`src/common/dma_ctrl_params.svh`:
```
// register offsets, field positions, reset values and select codes of the transfer controller
`ifndef DMA_CTRL_PARAMS_SVH
`define DMA_CTRL_PARAMS_SVH
// ============================================================
// channel register offsets (word index inside a channel slot)
`define REG_MAR 2'h0
`define REG_IO_ADDRESS_LOW_BYTE 2'h1
`define REG_TRANSFER_COUNTER 2'h2
`define REG_CTRL 2'h3
// ============================================================
// control register field positions
`define CTRL_EN 7
`define CTRL_SIZE 6
`define CTRL_DIR 5
`define CTRL_STEP 4
`define CTRL_IRQ 3
`define CTRL_MODE_LO 8
`define CTRL_FULL 10
`define CTRL_BLOCK 11
`define CTRL_AREA_SRC 12
// ============================================================
// reset values and masks
`define CTRL_RST 16'h0000
`define CTRL_WMASK 16'h1FFF
`define MAR_RST 24'h000000
`define IO_ADDRESS_LOW_BYTE_RST 8'h00
`define TRANSFER_COUNTER_RST 16'h0000
`define IO_HIGH 16'hFFFF
// ============================================================
// activation select codes
`define SEL_AUTO_BURST 3'h0
`define SEL_AUTO_CYCLE 3'h2
`define SEL_SER_TX 3'h4
`define SEL_SER_RX 3'h5
`define SEL_EXT_FALL 3'h6
`define SEL_EXT_LOW 3'h7
`endif

```
`src/common/dma_ctrl_pkg.sv`:
```
// types shared by the transfer controller
package dma_ctrl_pkg;
  // ============================================================
  // engine states
  typedef enum logic [2:0] {
    ST_IDLE = 3'b000,
    ST_ARB = 3'b001,
    ST_READ = 3'b010,
    ST_WRITE = 3'b011,
    ST_UPDATE = 3'b100
  } eng_state_t;
  // short-address channel modes; code 11 behaves as i/o mode
  typedef enum logic [1:0] {
    SM_IO = 2'b00,
    SM_IDLE = 2'b01,
    SM_REPEAT = 2'b10,
    SM_SPARE = 2'b11
  } short_mode_t;
endpackage : dma_ctrl_pkg

```
`src/rtl/dma_channel_mode_control.sv`:
```
// eight-channel transfer controller: short-address and paired full-address modes
// Operation
// - paired normal select: burst, steal, edge, level
// - block select: timer 0-3 or pin edge
// - shared trigger serviced in fixed priority order
// - eight short channels; pin only on B
// - full modes pair A and B, 24-bit addresses
// - repeat restores address and count, no interrupt
// - idle mode holds both addresses fixed
// - auto-request runs once enabled until count ends
// - cycle-steal releases bus after each unit
// - burst keeps bus unless higher master asks
// - block moves whole block, restores one address
// - receive-full reads i/o, else writes i/o
// - i/o mode steps memory address per unit
// - i/o address high bits all ones, fixed
// - counter decrements; zero clears enable, stops
// - end interrupt only when its enable set
// - counter zero means 65,536 transfers
// - i/o mode accepts timer, serial, pin triggers
// - each short channel picks its mode alone
// - paired run needs master and channel enable
// - size bit picks byte or word step
//
// The register addresses and the Avalon-MM register port were left to the implementer.
`include "dma_ctrl_params.svh"
module dma_channel_mode_control (
  // clock, reset, enable
  input wire logic i_clk,
  input wire logic i_rst_n,
  input wire logic i_ce,
  // register bus
  input wire logic [4:0] i_avs_address,
  input wire logic i_avs_read,
  input wire logic i_avs_write,
  input wire logic [31:0] i_avs_writedata,
  input wire logic [3:0] i_avs_byteenable,
  output logic [31:0] o_avs_readdata,
  output logic o_avs_waitrequest,
  // activation sources
  input wire logic [3:0] i_timer_evt,
  input wire logic i_ser_tx_empty,
  input wire logic i_ser_rx_full,
  input wire logic [3:0] i_ext_req_n,
  input wire logic i_nmi,
  // system bus
  output logic o_bus_req,
  input wire logic i_bus_grant,
  input wire logic i_bus_higher_req,
  output logic [23:0] o_mem_addr,
  output logic o_mem_rd,
  output logic o_mem_wr,
  output logic o_mem_word,
  output logic [15:0] o_mem_wdata,
  input wire logic [15:0] i_mem_rdata,
  input wire logic i_mem_ready,
  // end-of-transfer requests
  output logic [7:0] o_end_irq
);
  // ============================================================
  // storage
  logic [23:0] memory_address_pointer [8];
  logic [7:0] io_address_low_byte [8];
  logic [15:0] transfer_counter [8];
  logic [15:0] ctrl [8];
  logic [7:0] end_flag;
  logic [7:0] pend;
  logic [7:0] req;
  logic [7:0] usable;
  logic [2:0] cur;
  logic [2:0] pick;
  dma_ctrl_pkg::eng_state_t state;
  logic [3:0] ext_s1, ext_s2, ext_s3;
  logic [3:0] ext_fall;
  logic ack;
  logic reg_wr;
  logic [2:0] wch;
  logic [1:0] wreg;
  logic [31:0] wmerged;
  function automatic logic [23:0] step_addr(input logic [23:0] a, input logic en,
                                            input logic dec, input logic word);
    logic [23:0] d;
    d = word ? 24'h000002 : 24'h000001;
    if (!en) step_addr = a;
    else if (dec) step_addr = a - d;
    else step_addr = a + d;
  endfunction : step_addr
  function automatic logic [23:0] restore_addr(input logic [23:0] a, input logic en,
                                               input logic dec, input logic word,
                                               input logic [7:0] n);
    logic [23:0] d;
    d = {16'h0000, n} << word;
    if (!en) restore_addr = a;
    else if (dec) restore_addr = a + d;
    else restore_addr = a - d;
  endfunction : restore_addr
  // ============================================================
  // external request pins; first stage feeds only the second
  always_ff @(posedge i_clk) begin
    if (!i_rst_n) begin
      ext_s1 <= 4'hF;
      ext_s2 <= 4'hF;
      ext_s3 <= 4'hF;
    end else if (i_ce) begin
      ext_s1 <= i_ext_req_n;
      ext_s2 <= ext_s1;
      ext_s3 <= ext_s2;
    end
  end
  assign ext_fall = ext_s3 & ~ext_s2;
  // ============================================================
  // engine next values
  logic [2:0] ia, ib;
  logic full, blk, word, rx_sel, term, cont, upd;
  dma_ctrl_pkg::short_mode_t smode;
  logic [23:0] src, dst, io_addr;
  logic [23:0] next_mar_s, next_mar_a, next_mar_b;
  logic [15:0] next_cnt_s, next_cnt_a, next_cnt_b;
  logic [7:0] blk_left, rep_left;
  always_comb begin
    ia = {cur[2:1], 1'b0};
    ib = {cur[2:1], 1'b1};
    full = ctrl[ia][`CTRL_FULL];
    blk = ctrl[ia][`CTRL_BLOCK];
    smode = dma_ctrl_pkg::short_mode_t'(ctrl[cur][`CTRL_MODE_LO +: 2]);
    word = full ? ctrl[ia][`CTRL_SIZE] : ctrl[cur][`CTRL_SIZE];
    rx_sel = ctrl[cur][2:0] == `SEL_SER_RX;
    io_addr = {`IO_HIGH, io_address_low_byte[cur]};
    src = full ? memory_address_pointer[ia] : (rx_sel ? io_addr : memory_address_pointer[cur]);
    dst = full ? memory_address_pointer[ib] : (rx_sel ? memory_address_pointer[cur] : io_addr);
    upd = (state == dma_ctrl_pkg::ST_UPDATE);
    next_mar_s = memory_address_pointer[cur];
    next_cnt_s = transfer_counter[cur] - 16'h0001;
    rep_left = transfer_counter[cur][15:8] - 8'h01;
    next_mar_a = step_addr(memory_address_pointer[ia], ctrl[ia][`CTRL_STEP], ctrl[ia][`CTRL_DIR], word);
    next_mar_b = step_addr(memory_address_pointer[ib], ctrl[ib][`CTRL_STEP], ctrl[ib][`CTRL_DIR], word);
    next_cnt_a = transfer_counter[ia] - 16'h0001;
    next_cnt_b = transfer_counter[ib];
    blk_left = transfer_counter[ia][15:8] - 8'h01;
    term = 1'b0;
    cont = 1'b0;
    if (full && blk) begin
      next_cnt_a = {blk_left, transfer_counter[ia][7:0]};
      if (blk_left == 8'h00) begin
        next_cnt_a = {transfer_counter[ia][7:0], transfer_counter[ia][7:0]};
        next_cnt_b = transfer_counter[ib] - 16'h0001;
        term = next_cnt_b == 16'h0000;
        if (ctrl[ib][`CTRL_AREA_SRC])
          next_mar_a = restore_addr(next_mar_a, ctrl[ia][`CTRL_STEP],
                                    ctrl[ia][`CTRL_DIR], word, transfer_counter[ia][7:0]);
        else
          next_mar_b = restore_addr(next_mar_b, ctrl[ib][`CTRL_STEP],
                                    ctrl[ib][`CTRL_DIR], word, transfer_counter[ia][7:0]);
      end else begin
        cont = 1'b1;
      end
    end else if (full) begin
      term = next_cnt_a == 16'h0000;
      cont = ctrl[ib][2:0] == `SEL_AUTO_BURST && !term && !i_bus_higher_req
             && !i_nmi && ctrl[ib][`CTRL_EN];
    end else begin
      unique case (smode)
        dma_ctrl_pkg::SM_IDLE: begin
          term = next_cnt_s == 16'h0000;
        end
        dma_ctrl_pkg::SM_REPEAT: begin
          next_mar_s = step_addr(memory_address_pointer[cur], ctrl[cur][`CTRL_STEP], ctrl[cur][`CTRL_DIR], word);
          next_cnt_s = {rep_left, transfer_counter[cur][7:0]};
          if (rep_left == 8'h00) begin
            next_cnt_s = {transfer_counter[cur][7:0], transfer_counter[cur][7:0]};
            next_mar_s = restore_addr(next_mar_s, ctrl[cur][`CTRL_STEP],
                                      ctrl[cur][`CTRL_DIR], word, transfer_counter[cur][7:0]);
          end
        end
        dma_ctrl_pkg::SM_IO, dma_ctrl_pkg::SM_SPARE: begin
          next_mar_s = step_addr(memory_address_pointer[cur], ctrl[cur][`CTRL_STEP],
                                 ctrl[cur][`CTRL_DIR], word);
          term = next_cnt_s == 16'h0000;
        end
      endcase
    end
  end
  logic [2:0] term_ch;
  assign term_ch = full ? ia : cur;
  // ============================================================
  // per-channel activation decode and pending requests
  for (genvar i = 0; i < 8; i++) begin : g_ch
    localparam int PA = (i / 2) * 2;
    localparam int P = i / 2;
    logic full_a, blk_a, en, lvl, evt, clr;
    logic [2:0] sel;
    assign full_a = ctrl[PA][`CTRL_FULL];
    assign blk_a = ctrl[PA][`CTRL_BLOCK];
    assign sel = full_a ? ctrl[PA + 1][2:0] : ctrl[i][2:0];
    assign en = full_a ? (ctrl[PA][`CTRL_EN] & ctrl[PA + 1][`CTRL_EN])
                       : ctrl[i][`CTRL_EN];
    always_comb begin
      usable[i] = 1'b0;
      lvl = 1'b0;
      evt = 1'b0;
      if (full_a) begin
        if ((i % 2) == 0 && blk_a) begin
          if (!sel[2]) begin
            usable[i] = 1'b1;
            evt = i_timer_evt[sel[1:0]];
          end else if (sel == `SEL_EXT_FALL) begin
            usable[i] = 1'b1;
            evt = ext_fall[P];
          end
        end else if ((i % 2) == 0) begin
          if (sel == `SEL_AUTO_BURST || sel == `SEL_AUTO_CYCLE) begin
            usable[i] = 1'b1;
            lvl = 1'b1;
          end else if (sel == `SEL_EXT_FALL) begin
            usable[i] = 1'b1;
            evt = ext_fall[P];
          end else if (sel == `SEL_EXT_LOW) begin
            usable[i] = 1'b1;
            lvl = ~ext_s2[P];
          end
        end
      end else if (!sel[2]) begin
        usable[i] = 1'b1;
        evt = i_timer_evt[sel[1:0]];
      end else if (sel == `SEL_SER_TX || sel == `SEL_SER_RX) begin
        usable[i] = 1'b1;
        evt = sel[0] ? i_ser_rx_full : i_ser_tx_empty;
      end else if (sel == `SEL_EXT_FALL && (i % 2) == 1) begin
        usable[i] = 1'b1;
        evt = ext_fall[P];
      end
    end
    assign clr = upd && !cont && cur == 3'(i);
    always_ff @(posedge i_clk) begin
      if (!i_rst_n) begin
        pend[i] <= 1'b0;
      end else if (i_ce) begin
        if (!en || !usable[i]) pend[i] <= 1'b0;
        else pend[i] <= (pend[i] & ~clr) | evt;
      end
    end
    assign req[i] = en & usable[i] & (lvl | pend[i]);
    assign o_end_irq[i] = end_flag[i] & ctrl[i][`CTRL_IRQ];

  end
  // lowest index wins; one trigger feeding several channels drains them in turn
  always_comb begin
    pick = 3'h0;
    for (int k = 7; k >= 0; k--) begin
      if (req[k]) pick = 3'(k);
    end
  end
  // ============================================================
  // engine
  always_ff @(posedge i_clk) begin
    if (!i_rst_n) begin
      state <= dma_ctrl_pkg::ST_IDLE;
      cur <= 3'h0;
      o_mem_addr <= 24'h000000;
      o_mem_wdata <= 16'h0000;
      o_mem_word <= 1'b0;
    end else if (i_ce) begin
      unique case (state)
        dma_ctrl_pkg::ST_IDLE: begin
          if (|req) begin
            cur <= pick;
            state <= dma_ctrl_pkg::ST_ARB;
          end
        end
        dma_ctrl_pkg::ST_ARB: begin
          if (i_bus_grant) begin
            o_mem_addr <= src;
            o_mem_word <= word;
            state <= dma_ctrl_pkg::ST_READ;
          end
        end
        dma_ctrl_pkg::ST_READ: begin
          if (i_mem_ready) begin
            o_mem_wdata <= i_mem_rdata;
            o_mem_addr <= dst;
            state <= dma_ctrl_pkg::ST_WRITE;
          end
        end
        dma_ctrl_pkg::ST_WRITE: begin
          if (i_mem_ready) state <= dma_ctrl_pkg::ST_UPDATE;
        end
        dma_ctrl_pkg::ST_UPDATE: begin
          // dropping to idle releases the bus for a cycle
          state <= cont ? dma_ctrl_pkg::ST_ARB : dma_ctrl_pkg::ST_IDLE;
        end
        default: state <= dma_ctrl_pkg::ST_IDLE;
      endcase
    end
  end
  assign o_bus_req = state != dma_ctrl_pkg::ST_IDLE;
  assign o_mem_rd = state == dma_ctrl_pkg::ST_READ;
  assign o_mem_wr = state == dma_ctrl_pkg::ST_WRITE;
  // ============================================================
  // register bus: one wait cycle per access
  always_ff @(posedge i_clk) begin
    if (!i_rst_n) ack <= 1'b0;
    else if (i_ce) ack <= (i_avs_read | i_avs_write) & ~ack;
  end
  assign o_avs_waitrequest = (i_avs_read | i_avs_write) & ~(ack & i_ce);
  assign reg_wr = i_avs_write & ack;
  assign wch = i_avs_address[4:2];
  assign wreg = i_avs_address[1:0];
  always_comb begin
    wmerged = 32'h00000000;
    for (int b = 0; b < 4; b++) begin
      wmerged[b * 8 +: 8] = i_avs_byteenable[b] ? i_avs_writedata[b * 8 +: 8] :
        (wreg == `REG_MAR) ? 8'({8'h00, memory_address_pointer[wch]} >> (b * 8)) :
        (wreg == `REG_IO_ADDRESS_LOW_BYTE) ? 8'({24'h000000, io_address_low_byte[wch]} >> (b * 8)) :
        (wreg == `REG_TRANSFER_COUNTER) ? 8'({16'h0000, transfer_counter[wch]} >> (b * 8)) :
        8'({16'h0000, ctrl[wch]} >> (b * 8));
    end
  end
  always_ff @(posedge i_clk) begin
    if (!i_rst_n) begin
      o_avs_readdata <= 32'h00000000;
    end else if (i_ce && i_avs_read && !ack) begin
      unique case (wreg)
        `REG_MAR: o_avs_readdata <= {8'h00, memory_address_pointer[wch]};
        `REG_IO_ADDRESS_LOW_BYTE: o_avs_readdata <= {24'h000000, io_address_low_byte[wch]};
        `REG_TRANSFER_COUNTER: o_avs_readdata <= {16'h0000, transfer_counter[wch]};
        `REG_CTRL: o_avs_readdata <= {16'h0000, ctrl[wch]};
      endcase
    end
  end
  // ============================================================
  // address and counter registers; a bus write in the same cycle wins
  always_ff @(posedge i_clk) begin
    if (!i_rst_n) begin
      for (int k = 0; k < 8; k++) begin
        memory_address_pointer[k] <= `MAR_RST;
        io_address_low_byte[k] <= `IO_ADDRESS_LOW_BYTE_RST;
        transfer_counter[k] <= `TRANSFER_COUNTER_RST;
      end
    end else if (i_ce) begin
      if (upd && full) begin
        memory_address_pointer[ia] <= next_mar_a;
        memory_address_pointer[ib] <= next_mar_b;
        transfer_counter[ia] <= next_cnt_a;
        transfer_counter[ib] <= next_cnt_b;
      end else if (upd) begin
        memory_address_pointer[cur] <= next_mar_s;
        transfer_counter[cur] <= next_cnt_s;
      end
      if (reg_wr && wreg == `REG_MAR) memory_address_pointer[wch] <= wmerged[23:0];
      if (reg_wr && wreg == `REG_IO_ADDRESS_LOW_BYTE) io_address_low_byte[wch] <= wmerged[7:0];
      if (reg_wr && wreg == `REG_TRANSFER_COUNTER) transfer_counter[wch] <= wmerged[15:0];
    end
  end
  // ============================================================
  // control and end flags
  always_ff @(posedge i_clk) begin
    if (!i_rst_n) begin
      for (int k = 0; k < 8; k++) ctrl[k] <= `CTRL_RST;
    end else if (i_ce) begin
      if (upd && term) ctrl[term_ch][`CTRL_EN] <= 1'b0;
      for (int k = 1; k < 8; k += 2) begin
        if (i_nmi && ctrl[k - 1][`CTRL_FULL]) ctrl[k][`CTRL_EN] <= 1'b0;
      end
      if (reg_wr && wreg == `REG_CTRL) ctrl[wch] <= wmerged[15:0] & `CTRL_WMASK;
    end
  end
  always_ff @(posedge i_clk) begin
    if (!i_rst_n) begin
      end_flag <= 8'h00;
    end else if (i_ce) begin
      for (int k = 0; k < 8; k++) begin
        if (reg_wr && wreg == `REG_CTRL && wch == 3'(k)) end_flag[k] <= 1'b0;
        if (upd && term && term_ch == 3'(k)) end_flag[k] <= 1'b1;
      end
    end
  end

  logic rep_upd, idle_upd, io_upd, steal_upd;
  assign rep_upd = upd && !full && smode == dma_ctrl_pkg::SM_REPEAT && i_ce;
  assign idle_upd = upd && !full && smode == dma_ctrl_pkg::SM_IDLE && i_ce && !reg_wr;
  assign io_upd = upd && !full && smode == dma_ctrl_pkg::SM_IO && i_ce && !reg_wr;
  assign steal_upd = upd && full && !blk && ctrl[ib][2:0] == `SEL_AUTO_CYCLE && i_ce;
endmodule : dma_channel_mode_control

```
`config.mk`:
```
export PLATFORM = sky130hd
export DESIGN_NAME = dma_channel_mode_control
export DESIGN_NICKNAME = d
export VERILOG_FILES = /design/src/common/dma_ctrl_pkg.sv /design/src/rtl/dma_channel_mode_control.sv
export VERILOG_INCLUDE_DIRS = /design/src /design/src/common
export SDC_FILE = /design/constraint.sdc
export NUM_CORES = 2
export LEC_CHECK = 0
export ABC_AREA = 1
export BUFFER_PORTS_ARGS = -buffer_cell sky130_fd_sc_hd__buf_2
export CAP_MARGIN = 20
export CELL_PAD_IN_SITES_DETAIL_PLACEMENT = 0
export CELL_PAD_IN_SITES_GLOBAL_PLACEMENT = 2
export CORE_ASPECT_RATIO = 1.75
export CORE_MARGIN = 2
export CORE_UTILIZATION = 30
export DETAILED_ROUTE_END_ITERATION = 12
export PLACE_DENSITY_LB_ADDON = 0.12
export SYNTH_ARGS = -nofsm -noshare
export SYNTH_HDL_FRONTEND = slang
export SYNTH_SLANG_ARGS = --single-unit
```
`constraint.sdc`:
```
create_clock -name i_clk -period 7.45 [get_ports i_clk]
set_input_delay 0 -clock i_clk [delete_from_list [all_inputs] [get_ports i_clk]]
set_output_delay 0 -clock i_clk [all_outputs]
set_load 0.02 [all_outputs]
```
Word-level counts from Yosys, hierarchy flattened:

Memories as Yosys holds them, arrays and structs flattened. A register that Yosys moved wholly into a read port is not among the register bits.
Index checks and enable logic that the tools add are counted.

* bitwise operators: 115
* reduce and logical (&&, ||, !) cells: 136
* equal/unequal tests: 75
* shift-type cells: 2
* $lt $le $gt $ge: 8
* $add $sub $neg: 17
* mux-type cells: 354

Operator list (count)
* 24-bit two-way mux: 34
* 1-bit two-way mux: 234
* 16-bit two-way mux: 12
* 3-bit two-way mux: 47
* 3-bit equality test (second input constant): 46
* 32-bit one-hot mux with 4 select lines: 1
* 24-bit adder: 5
* 24-bit subtractor: 5
* 24-bit one-hot mux with 2 select lines: 2
* 24-bit OR reduction: 4
* 8-bit two-way mux: 11
* 16-bit OR reduction: 4
* 1-bit bitwise AND: 63
* 16-bit zero test: 3
* 8-bit by 1-bit << shifter with 24-bit output: 2
* 16-bit by 1-bit subtractor with 16-bit output (second input constant): 3
* 1-bit logical AND: 42
* 3-bit by 2-bit equality test with 1-bit output (second input constant): 12
* 1-bit inverter: 28
* 3-bit zero test: 9
* 13-bit two-way mux: 2
* 13-bit OR reduction: 2
* 24-bit by 2-bit adder with 24-bit output: 1
* 2-bit by 3-bit less-than comparator with 1-bit output (second input constant): 8
* other kinds (29): 127

* word-level logic and storage cells: 737
* memories: 4
* flip-flop bits (word level): 108
* memory bits (writable): 488

Memories
* memory_address_pointer: words 8, width 24, read ports 4, clocked after Yosys merged registers in 3, write ports 8, line dma_channel_mode_control.sv:62 `logic [23:0] memory_address_pointer [8];`
* transfer_counter: words 8, width 16, read ports 4, clocked after Yosys merged registers in 3, write ports 8, line dma_channel_mode_control.sv:64 `logic [15:0] transfer_counter [8];`
* ctrl: words 8, width 13, read ports 12, clocked after Yosys merged registers in 3, write ports 8, line dma_channel_mode_control.sv:65 `logic [15:0] ctrl [8];`
* io_address_low_byte: words 8, width 8, read ports 2, clocked after Yosys merged registers in 1, write ports 8, line dma_channel_mode_control.sv:63 `logic [7:0] io_address_low_byte [8];`

Logic depth before layout (Yosys ltp):

An unclocked memory read counts as a cell.

* word-level depth: 19
* mapped depth: 47

Least setup slack after synthesis:

OpenSTA, ideal clock, no wires.

* path kind: register to register
* from: register with a tool-made name
* to: memory memory_address_pointer[3][23], data pin
* required time: 7.201 ns
* library setup time: 0.249 ns
* cell stages (with the launch flop): 36
* path buffers: 4
* path slack: 1.806 ns
* data arrival time: 5.395 ns
* clock period less this slack: 5.644 ns
* cell sequence: dfxtp_1 buf_6 buf_4 buf_4 o21ai_0 inv_1 o21ai_0 clkbuf_1 ha_1 a21oi_1 nand2_1 a21oi_1 o21ai_0 nand2_1 nand2_1 a21oi_1 or2_2 nand3_1 nand2_1 inv_1 ha_1 inv_1 nor3_1 nand2_1 or2_2 nand3_1 xnor2_1 nand3_1 nand2_1 nand2_1 nand2_1 nand2_1 nand2_1 nand3_1 nand2_1 inv_1

RTL lines (line)
* end: declaration: dma_channel_mode_control.sv:62

==> run metrics <==
final worst-path cycle share=0.960; startpoint types=flip-flop; clock root cell=clkbuf_16; Die Y=556 um; GRT Overall Usage=0.369; Rows=202; Clock power frac=0.294; Final setup viols=0; Slew headroom=0.0920; Seq pwr share=0.286; fin crit period=7150 ps; Hold/Removal Path Class=in2reg; HPWL Detailed=249,000 um; Yosys top cell area share=0.280; CP Capture Point=memory_address_pointer[4][19]; htree depth=3; Post-Synthesis Cells=7,833; Comb pwr share=0.420; final net count=8,219; outcome=finished, violations left; Yosys warning count=0; Synth cell types=75; number of synthesized flops with an enable pin=488; FF+latch area=16,700 um2; switching share of power=0.448; clk buf depth=3; maximum VDD drop=0.161 mV; Residual DRC=0; CP required=7950 ps; number of cells on the critical path=33; CTS sink count=591; non-filler instance count after layout=10,293; Num CTS Buffers=73; Area Overhead vs Synth=14.0%; post-route ant nets=0; Critical Path Fanout Max=34; initial antenna violation count=15; number of I/O pins=161; number of synthesized register bits=591; Placed Cells=10,066; crit path capture type=flip-flop; first-pass GRT wire length=458,000 um; Core Region=173,000 um2; worst hold start=i_avs_writedata[14]; TritonRoute pass-1 iters=9; crit path DAT=7650 ps; clk slew on worst S/H paths=70 ps; gpl congestion=0.974; FILL cells=18,926; mapped cell area=52,300 um2; DR WL/cell=32.7 um; Worst-Skew Late Latency=750 ps; R2R cell count=33; most frequent cells in the layout=nand2_1, inv_1, nor2_1, o21ai_0, nand3_1; synth top area cells=edfxtp_1, nand2_1, o21ai_0; die area=178,000 um2; leakage power total=25.9 nW; clk_skew=76.7 ps; layout cells sized above 1=0.0949; TritonCTS clock tree=done; final hold slack=-24.0 ps; Fmax=140 MHz; RSZ-0062 raised after global routing=false; pins over their slew limit=0; Starting DRT DRC Count=6,899; worst slew pin tran=1360 ps; total grt overflow=0; CP delay by family, top=compound AO/OA/AOI/OAI gates; Post-synth ARST share=0; WP buf/inv=7; area leader, netlist=edfxtp_1; Power Internal=7.33 mW; switching pwr=5.95 mW; final WL=337,000 um; vias in the first global route=57,633; reg2reg end=memory_address_pointer[4][19]; Multi-input gate area=30,300 um2; Primary FF master, synth=edfxtp_1; Seq/Total Area, Yosys=0.320; syn avg cell area=6.68 um2; vias=60,225; Die Width=320 um; pwr/cell area=223 nW/um2; setup TNS=0 ps; CP max-delay cell=dfxtp_4; Max-Cap Viols=0; I/O Buffers=143; vias per inst=5.85; leading cell type in the layout, fill and taps excluded=nand2_1; WS Path Type=reg2reg; final hold violation count=1; Initial Util=0.302; Reg2Reg Setup Slack=300 ps; violations in the final reports=negative hold slack; Worst path max stage delay=670 ps; pin count of the biggest net entering global routing=122
[synth_stat cells (86+ instances only)]
cell / count
clkbuf_1: 261
a22oi_1: 140
nor2_1: 797
o21ai_1: 92
o211ai_1: 86
nand4_1: 92
o21ai_0: 657
nand2_1: 1876
a21oi_1: 579
dfxtp_1: 103
a221oi_1: 93
edfxtp_1: 488
inv_1: 867
a31oi_1: 109
nand3_1: 626
ha_1: 155
o22ai_1: 105
[state kept, by name, summed over array words and instances, names as in the netlist, named ones only]
signal,cells
o_mem_wdata,16
o_mem_addr,24
memory_address_pointer,192
o_mem_word,1
end_flag,8
cur,3
ext_s3,4
ext_s2,4
pend,8
ext_s1,4
ack,1
state,3
o_avs_readdata,24
io_address_low_byte,64
transfer_counter,128
ctrl,104
[repair_timing]
item,4_1_cts,5_1_grt
setup endpoints to repair,0,1
gates resized for setup,0,1
hold endpoints to repair,233,0
hold buffers,78,0
setup buffers,0,0
[metrics by stage]
| stage | util | setup slack, ps | area [um2] | total power, mW |
|---|---|---|---|---|
| after floorplan | - | 1810 | 52300 | 7.01 |
| after global placement | 0.325 | 639 | 56200 | 9.27 |
| after detailed placement | 0.325 | 718 | 56200 | 9.27 |
| after CTS | 0.344 | 648 | 59500 | 13.2 |
| after global routing | 0.344 | 16.7 | 59600 | 13.8 |
| final | 0.344 | 301 | 59600 | 13.3 |
[cell families (layout without fill, tap and decap cells)]
family | after synthesis | in the layout | share of synthesized area
AND/OR/NAND/NOR | 3572 | 3572 | 0.286
AO/OA/AOI/OAI | 2065 | 2065 | 0.235
buffers and inverters | 1360 | 1563 | 0.106
flip-flops | 591 | 591 | 0.320
adder cells (fa/ha/maj) | 161 | 161 | 0.0394
XOR/XNOR | 73 | 73 | 0.0125
multiplexers | 10 | 10 | 0.00191
other | 1 | 14 | 0.0000717
[per-layer routing]
| metal | up-vias | GRT usage | wire [um] |
|---|---|---|---|
| met5 | - | 0 | 107 |
| met4 | 16 | 0.355 | 38800 |
| met3 | 1066 | 0.0656 | 24100 |
| met2 | 3174 | 0.624 | 159000 |
| met1 | 28854 | 0.382 | 115000 |
| li1 | 27115 | - | - |
[worst register-to-register path: cells and delay by family (launching register included)]
kind	cells	cell delay (ps)
buffers and inverters	7	1190
adders and majority gates	3	1480
and+or+nand+nor	12	1460
AOI/OAI and AO/OA	11	2120
DFF	1	670
[power by group through the flow]
stage | clock network [mW] | logic (mW) | registers [mW]
after detailed placement | 0 | 5.40 | 3.86
after global routing | 4.01 | 5.97 | 3.81
after global placement | 0 | 5.40 | 3.86
final | 3.90 | 5.58 | 3.80
after floorplan | 0 | 3.16 | 3.84
after CTS | 3.91 | 5.46 | 3.79
[final cells by class]
| class | instances | share of cell area |
|---|---|---|
| Tap cell | 2244 | 0.0471 |
| Sequential cell | 591 | 0.281 |
| Inverter | 912 | 0.0578 |
| Multi-Input combinational cell | 5889 | 0.508 |
| Clock inverter | 40 | 0.00829 |
| Clock buffer | 96 | 0.0333 |
| Timing Repair Buffer | 515 | 0.0651 |
| Antenna cell | 6 | 0.000252 |
[worst min path at each step]
stage	cells after the start	end	slack [ps]
2_1_floorplan	2	ext_s1[0]	130
3_3_place_gp	3	ext_s1[2]	220
3_5_place_dp	3	ext_s1[3]	220
4_1_cts	6	end_flag[7]	10
5_1_grt	4	transfer_counter[7][14]	40
6_report	4	transfer_counter[5][14]	-20
(Power assumes the default switching activity.)
